===== config.mk =====
export PLATFORM = sky130hd
export DESIGN_NAME = rac_reg_bank
export DESIGN_NICKNAME = d
export VERILOG_FILES = /design/src/rac_pkg.sv /design/src/rac_alias_bit.sv /design/src/rac_reg_bank.sv
export VERILOG_INCLUDE_DIRS = /design/src /design/src/src
export SDC_FILE = /design/constraint.sdc
export NUM_CORES = 1
export LEC_CHECK = 0
export BUFFER_PORTS_ARGS = -buffer_cell sky130_fd_sc_hd__buf_2
export CORE_MARGIN = 5
export CORE_UTILIZATION = 30
export DETAILED_ROUTE_END_ITERATION = 6
export MAX_ROUTING_LAYER = met4
export SLEW_MARGIN = 20
export SYNTH_ARGS = -nofsm -noshare
export SYNTH_HDL_FRONTEND = slang
export SYNTH_HIERARCHICAL = 1
export SYNTH_SLANG_ARGS = --single-unit

===== constraint.sdc =====
create_clock -name clk -period 2.4 [get_ports clk]
set_input_delay 0.24 -clock clk [delete_from_list [all_inputs] [get_ports clk]]
set_output_delay 0.24 -clock clk [all_outputs]
set_load 0.02 [all_outputs]

===== src/rac_regs.svh =====
// Register offsets, field masks, reset values for the register shell
`ifndef RAC_REGS_SVH
`define RAC_REGS_SVH

// Byte offsets on the 8-bit CPU data bus
`define RAC_OFS_CTRL       4'h0
`define RAC_OFS_STATUS     4'h1
`define RAC_OFS_CMD        4'h2
`define RAC_OFS_OUT        4'h4
`define RAC_OFS_OUT_SET    4'h5
`define RAC_OFS_OUT_CLEAR  4'h6
`define RAC_OFS_OUT_TOGGLE 4'h7
`define RAC_OFS_DBGCTRL    4'h8

// Implemented-bit masks; zero bits are reserved
`define RAC_CTRL_MASK    8'h7F
`define RAC_STATUS_MASK  8'h0F
`define RAC_CMD_MASK     8'h0F
`define RAC_OUT_MASK     8'hFF
`define RAC_DBGCTRL_MASK 8'h01

// Reset values
`define RAC_CTRL_RST     8'h00
`define RAC_CMD_RST      8'h00
`define RAC_OUT_RST      8'h00
`define RAC_DBGCTRL_RST  8'h00

// Value returned when a write-only register is read
`define RAC_WO_READ      8'h00

`endif


===== src/rac_pkg.sv =====
// Types shared by the register shell
package rac_pkg;
	typedef enum logic [3:0] {
		RAC_OP_NONE   = 4'h1,
		RAC_OP_SET    = 4'h2,
		RAC_OP_CLEAR  = 4'h4,
		RAC_OP_TOGGLE = 4'h8
	} rac_alias_op_t;
endpackage


===== src/rac_alias_bit.sv =====
// Shared-register bit updater for set, clear, toggle and plain write
`timescale 1ns/100ps
module rac_alias_bit (
	input  wire logic [7:0]             cur,
	input  wire logic [7:0]             wrData,
	input  wire logic                   wrBase,
	input  wire rac_pkg::rac_alias_op_t op,
	output logic      [7:0]             nxt
);
	genvar i;
	// One updater per bit; a zero in an alias write keeps the bit
	generate
		for (i = 0; i < 8; i++) begin : g_bit
			always_comb begin
				if (wrBase) begin
					nxt[i] = wrData[i];
				end else if (!wrData[i]) begin
					nxt[i] = cur[i]; // RULE12
				end else begin
					case (op)
						rac_pkg::RAC_OP_SET:    nxt[i] = 1'b1; // RULE9
						rac_pkg::RAC_OP_CLEAR:  nxt[i] = 1'b0; // RULE8
						rac_pkg::RAC_OP_TOGGLE: nxt[i] = ~cur[i]; // RULE10
						default:                nxt[i] = cur[i];
					endcase
				end
			end
		end
	endgenerate
endmodule


===== src/rac_reg_bank.sv =====
// Register bank shell applying the access conventions
// Function
// RULE1: A read/write bit reads back its stored value and takes written data.
// RULE2: A read-only bit reports live state and ignores writes.
// RULE3: A write-only bit takes writes and reads as a value not to be used.
// RULE4: Reserved bits always read as zero.
// RULE5: Software writes zero to reserved bits and uses no reserved codes.
// RULE6: Power-on and peripheral soft reset load reset values, except debug.
// RULE7: Base and its set, clear, toggle aliases all read the base contents.
// RULE8: A one written to the clear alias clears the base bit.
// RULE9: A one written to the set alias sets the base bit.
// RULE10: A one written to the toggle alias inverts the base bit.
// RULE11: Alias changes complete in the single write access.
// RULE12: Zero bits in an alias write leave the base bit unchanged.
`timescale 1ns/100ps
`include "rac_regs.svh"
module rac_reg_bank (
	input  wire logic       clk,
	input  wire logic       reset_n,
	input  wire logic       clkEn,
	input  wire logic       softReset,
	input  wire logic [3:0] addr,
	input  wire logic       wrEn,
	input  wire logic       rdEn,
	input  wire logic [7:0] wrData,
	input  wire logic [3:0] statusIn,
	output logic      [7:0] rdData,
	output logic      [6:0] ctrlOut,
	output logic      [3:0] cmdOut,
	output logic      [7:0] pinOut,
	output logic            dbgHalt
);
	logic [6:0]            ctrl_ff;
	logic [3:0]            cmd_ff;
	logic [7:0]            out_ff;
	logic [0:0]            dbg_ff;
	logic [3:0]            statMeta_ff;
	logic [3:0]            stat_ff;
	logic [7:0]            rdData_ff;
	logic [7:0]            nxt_out;
	logic [7:0]            nxt_rdData;
	logic                  hitOut;
	logic                  wrOutBase;
	rac_pkg::rac_alias_op_t aliasOp;

	// Two-flop sync of external status
	always_ff @(posedge clk or negedge reset_n) begin
		if (!reset_n) begin
			statMeta_ff <= 4'h0;
			stat_ff     <= 4'h0;
		end else if (clkEn) begin
			statMeta_ff <= statusIn;
			stat_ff     <= statMeta_ff; // RULE2
		end
	end

	// Alias decode for the output register group
	always_comb begin
		aliasOp = rac_pkg::RAC_OP_NONE;
		if (wrEn && addr == `RAC_OFS_OUT_SET) begin
			aliasOp = rac_pkg::RAC_OP_SET;
		end else if (wrEn && addr == `RAC_OFS_OUT_CLEAR) begin
			aliasOp = rac_pkg::RAC_OP_CLEAR;
		end else if (wrEn && addr == `RAC_OFS_OUT_TOGGLE) begin
			aliasOp = rac_pkg::RAC_OP_TOGGLE;
		end
	end

	assign wrOutBase = wrEn && (addr == `RAC_OFS_OUT);
	assign hitOut    = wrOutBase || (aliasOp != rac_pkg::RAC_OP_NONE);

	rac_alias_bit u_alias (
		.cur    (out_ff),
		.wrData (wrData),
		.wrBase (wrOutBase),
		.op     (aliasOp),
		.nxt    (nxt_out)
	);

	// Output register; alias writes land in one cycle
	always_ff @(posedge clk or negedge reset_n) begin
		if (!reset_n) begin
			out_ff <= `RAC_OUT_RST;
		end else if (clkEn) begin
			if (softReset) begin
				out_ff <= `RAC_OUT_RST; // RULE6
			end else if (hitOut) begin
				out_ff <= nxt_out; // RULE11
			end
		end
	end

	// Control register, read/write, reserved top bit dropped
	always_ff @(posedge clk or negedge reset_n) begin
		if (!reset_n) begin
			ctrl_ff <= 7'(`RAC_CTRL_RST);
		end else if (clkEn) begin
			if (softReset) begin
				ctrl_ff <= 7'(`RAC_CTRL_RST); // RULE6
			end else if (wrEn && addr == `RAC_OFS_CTRL) begin
				ctrl_ff <= wrData[6:0]; // RULE1
			end
		end
	end

	// Command register, write-only
	always_ff @(posedge clk or negedge reset_n) begin
		if (!reset_n) begin
			cmd_ff <= 4'(`RAC_CMD_RST);
		end else if (clkEn) begin
			if (softReset) begin
				cmd_ff <= 4'(`RAC_CMD_RST); // RULE6
			end else if (wrEn && addr == `RAC_OFS_CMD) begin
				cmd_ff <= wrData[3:0]; // RULE3
			end
		end
	end

	// Debug control, survives peripheral soft reset
	always_ff @(posedge clk or negedge reset_n) begin
		if (!reset_n) begin
			dbg_ff <= 1'b0;
		end else if (clkEn) begin
			if (wrEn && addr == `RAC_OFS_DBGCTRL) begin
				dbg_ff <= wrData[0]; // RULE6
			end
		end
	end

	// Read mux; reserved and unmapped bits read zero
	always_comb begin
		nxt_rdData = 8'h00;
		if (addr == `RAC_OFS_CTRL) begin
			nxt_rdData = {1'b0, ctrl_ff} & `RAC_CTRL_MASK; // RULE4
		end else if (addr == `RAC_OFS_STATUS) begin
			nxt_rdData = {4'h0, stat_ff}; // RULE2
		end else if (addr == `RAC_OFS_CMD) begin
			nxt_rdData = `RAC_WO_READ; // RULE3
		end else if (addr == `RAC_OFS_OUT || addr == `RAC_OFS_OUT_SET ||
				addr == `RAC_OFS_OUT_CLEAR ||
				addr == `RAC_OFS_OUT_TOGGLE) begin
			nxt_rdData = out_ff; // RULE7
		end else if (addr == `RAC_OFS_DBGCTRL) begin
			nxt_rdData = {7'h00, dbg_ff};
		end
	end

	// Registered read data, updated on read strobe
	always_ff @(posedge clk or negedge reset_n) begin
		if (!reset_n) begin
			rdData_ff <= 8'h00;
		end else if (clkEn && rdEn) begin
			rdData_ff <= nxt_rdData;
		end
	end

	assign rdData  = rdData_ff;
	assign ctrlOut = ctrl_ff;
	assign cmdOut  = cmd_ff;
	assign pinOut  = out_ff;
	assign dbgHalt = dbg_ff;
endmodule


==> results.py <==
metrics = {
    "sta": {
        "fmax_mhz": 530.4,
        "finalHoldViolCount": 0,
        "fin_setup_tns_ps": 0,
        "final_critical_path_setup_slack_ps": 514.5,
        "min_period_over_period_pct": 78.56,
        "post-route-min-period_ps": 1886,
        "rsz0062_at_grt": "false",
        "setup_viol_count_final": 0,
        "slew_viol_final": 0,
        "relSlewSlack_pct": 46.44,
        "fin_worst_skew_ps": 3.152,
        "holdWs_ps": 39.43,
        "tightest_slew_ps": 803.5,
    },
    "placed_design": {
        "dpl.hpwl_mm": 3.766,
        "post-place-ws_ps": 238.4,
        "place.gp.congestion": 0.7672,
        "place.port_buffers": 49,
        "dp.cells": 314,
    },
    "synthesis": {
        "ys_types": 38,
        "synthesis.area_sq_mm": 0.001931,
        "syn_inst": 196,
        "synth_xor_area_share_pct": 0.9073,
        "synth_top_family_by_area": "compound AO/OA/AOI/OAI gates",
        "synth_top_flop_cell": "dfrtp_1",
        "synth_edf_count": 0,
        "ys_seq_elements": 36,
        "synthAdderAreaFrac_pct": 0,
        "seq_area_frac_synth_pct": 46.66,
        "yosys.area_share.simple_pct": 15.04,
        "synth_compound_area_share_pct": 19.44,
        "syn_nets": 218,
        "synth_area_per_cell_sq_um": 9.850,
        "synth_warnings": 6,
        "synthArstFlopShare_pct": 100.0,
        "synthMuxAreaShare_pct": 10.95,
    },
    "final_layout": {
        "fin_cells": 322,
        "num_antenna_cells": 0,
        "drive_gt1_share_pct": 29.80,
        "utilization_pct": 36.78,
        "finalNetCount": 266,
        "fillerInstances": 666,
        "area_growth_pct": 20.29,
    },
    "floorplan": {
        "die_area_sq_mm": 0.008140,
        "core_sq_mm": 0.006314,
        "io_pins": 50,
        "dieHeight_um": 90.22,
        "start_util_pct": 30.58,
        "fp-row-count": 29,
        "die_w_um": 90.22,
    },
    "worst_setup_path": {
        "crit_required_ps": 2580,
        "crit_family": "simple AND/OR/NAND/NOR gates",
        "worstReg2RegStart": "stat_ff[0]",
        "critPathArrivalTime_ps": 2060,
        "crit_path_max_incr_delay_ps": 500,
        "slowest_stage": "or3_1",
        "critPathKind": "in2reg",
        "critPathMaxFanout": 9,
        "path_buf_inv": 1,
        "crit_path_end_kind": "flip-flop",
        "start_kind": "input port",
        "worstPathCellList": "buf_2 > nor2b_2 > and2_1 > o21ai_0 > or3_1 > o31ai_2 > o211ai_1 > a22o_1",
        "startpoint": "addr[3]",
    },
    "clock_tree": {
        "cts_buffers": 5,
        "holdBufCountCts": 0,
        "post_cts_buffers": 0,
        "post_cts_resized": 0,
        "cts_buffer_depth": 2,
        "clock-sinks": 36,
        "clockRootBuffer": "clkbuf_8",
        "cts_tree": "done",
        "clk_latency_ps": 280,
        "cts_htree_levels": 2,
        "clk_pin_slew_ps": 70,
    },
    "global_routing": {
        "antenna_found_initial": 0,
        "grt_overflow": 0,
        "gr-usage-all-layers_pct": 13.42,
        "grt_pass1_vias": 1668,
        "grt_max_degree": 37,
        "grt_pass1_wl_mm": 8.638,
    },
    "run_status": {
        "status": "completed",
    },
    "detailed_routing": {
        "drtAntennaViolNets": 0,
        "wire_per_inst_um": 15.84,
        "drt_iter0_drc": 59,
        "dr.pass1.iters": 4,
        "drc": 0,
        "via_count": 1644,
        "routed_via_density": 5.106,
        "drt-total-wl_mm": 5.100,
    },
    "power": {
        "p_leak_nw": 1.082,
        "p_per_area_mw_per_mm2": 629.0,
        "ir_worst_vdd_uv": 396.1,
    },
    "min_path": {
        "hp-class": "in2async",
    },
    "run": {
        "cap_violations": 0,
    },
}
-- Yosys cell counts (3+ instances only) --
| cell type | instances | area share (%) |
|---|---|---|
| a21o_1 | 3 | 1.2 |
| a21oi_1 | 8 | 2.1 |
| a221oi_1 | 3 | 1.4 |
| a22o_1 | 9 | 4.1 |
| buf_2 | 3 | 0.78 |
| clkbuf_1 | 5 | 0.97 |
| dfrtp_1 | 36 | 47 |
| inv_1 | 20 | 3.9 |
| mux2_2 | 9 | 5.2 |
| mux2i_1 | 11 | 5.7 |
| nand2_1 | 10 | 1.9 |
| nand2b_1 | 3 | 0.97 |
| nand3b_1 | 3 | 1.2 |
| nor2_1 | 14 | 2.7 |
| nor3_1 | 9 | 2.3 |
| o21ai_0 | 9 | 2.3 |
| o22ai_1 | 11 | 3.6 |
| o32ai_1 | 7 | 3.2 |
-- layout by cell type (no fill, tap or decap), types with 2 or more instances in the layout --
| cell | netlist | final |
|---|---|---|
| a21o_1 | 3 | 3 |
| a21oi_1 | 8 | 8 |
| a221oi_1 | 3 | 3 |
| a22o_1 | 9 | 9 |
| and2_1 | 2 | 2 |
| buf_2 | 3 | 49 |
| buf_4 | 2 | 3 |
| clkbuf_8 | 0 | 5 |
| clkinv_2 | 0 | 2 |
| dfrtp_1 | 36 | 36 |
| inv_1 | 20 | 20 |
| mux2_2 | 9 | 9 |
| mux2i_1 | 11 | 11 |
| nand2_1 | 10 | 10 |
| nand2b_1 | 3 | 3 |
| nand3_1 | 2 | 2 |
| nand3b_1 | 3 | 3 |
| nor2_1 | 14 | 14 |
| nor3_1 | 9 | 9 |
| o21ai_0 | 9 | 9 |
| o22ai_1 | 11 | 11 |
| o32ai_1 | 7 | 7 |
-- cell families (layout without fill, tap and decap cells) --
family | after synthesis | in the layout
AO/OA/AOI/OAI | 54 | 54
XOR/XNOR | 2 | 2
buffers and inverters | 31 | 80
flip-flops | 36 | 36
multiplexers | 20 | 20
AND/OR/NAND/NOR | 53 | 53
-- registers in the layout (all words and copies together) (netlist names) --
signal / flops
stat_ff: 4
pinOut: 8
cmdOut: 4
statMeta_ff: 4
rdData: 8
ctrlOut: 7
dbgHalt: 1
-- path summary, 6_finish.rpt --
| check | to | cells after the start | slack, ps |
|---|---|---|---|
| max | pinOut[7] | 8 | 510 |
| min | pinOut[6] | 1 | 40 |
| max reg2reg | rdData[0] | 4 | 1350 |
| min reg2reg | rdData[7] | 2 | 480 |
| max in group asynchronous | rdData[2] | 1 | 1850 |
| min in group clk | statMeta_ff[2] | 2 | 180 |
-- where the power goes --
part / internal (W) / switching [W] / total [W]
Clock: 0.000202 / 0.000221 / 0.000423
Sequential: 0.000674 / 0.0000477 / 0.000722
Combinational: 0.000121 / 0.000195 / 0.000316
Total: 0.000997 / 0.000463 / 0.00146
-- per-layer routing --
metal	global-route usage, %	vias to the layer above	share of wire (%)
met5	-	-	0
met4	3.846	0	0.73
met3	3.840	4	6.5
met2	20.06	46	45
met1	17.74	792	47
li1	-	802	-
-- metrics by stage --
| stage | power [W] | cell area (sq um) |
|---|---|---|
| 2_1_floorplan | 0.0009277 | 1931 |
| 3_3_place_gp | 0.001048 | 2235 |
| 3_5_place_dp | 0.001055 | 2235 |
| 4_1_cts | 0.001487 | 2322 |
| 5_1_grt | 0.001551 | 2322 |
| 6_report | 0.001461 | 2322 |
-- final cells by class --
class	instances	area, sq um	share of cell area, %
flip-flops and latches	36	900.9	38.79
clock buffers	5	68.82	2.963
repair buffers	52	267.8	11.53
inverters	20	75.07	3.233
well taps	77	96.34	4.149
clock inverters	3	18.77	0.8082
multi-input cells	129	894.6	38.52
(Power assumes the default switching activity.)
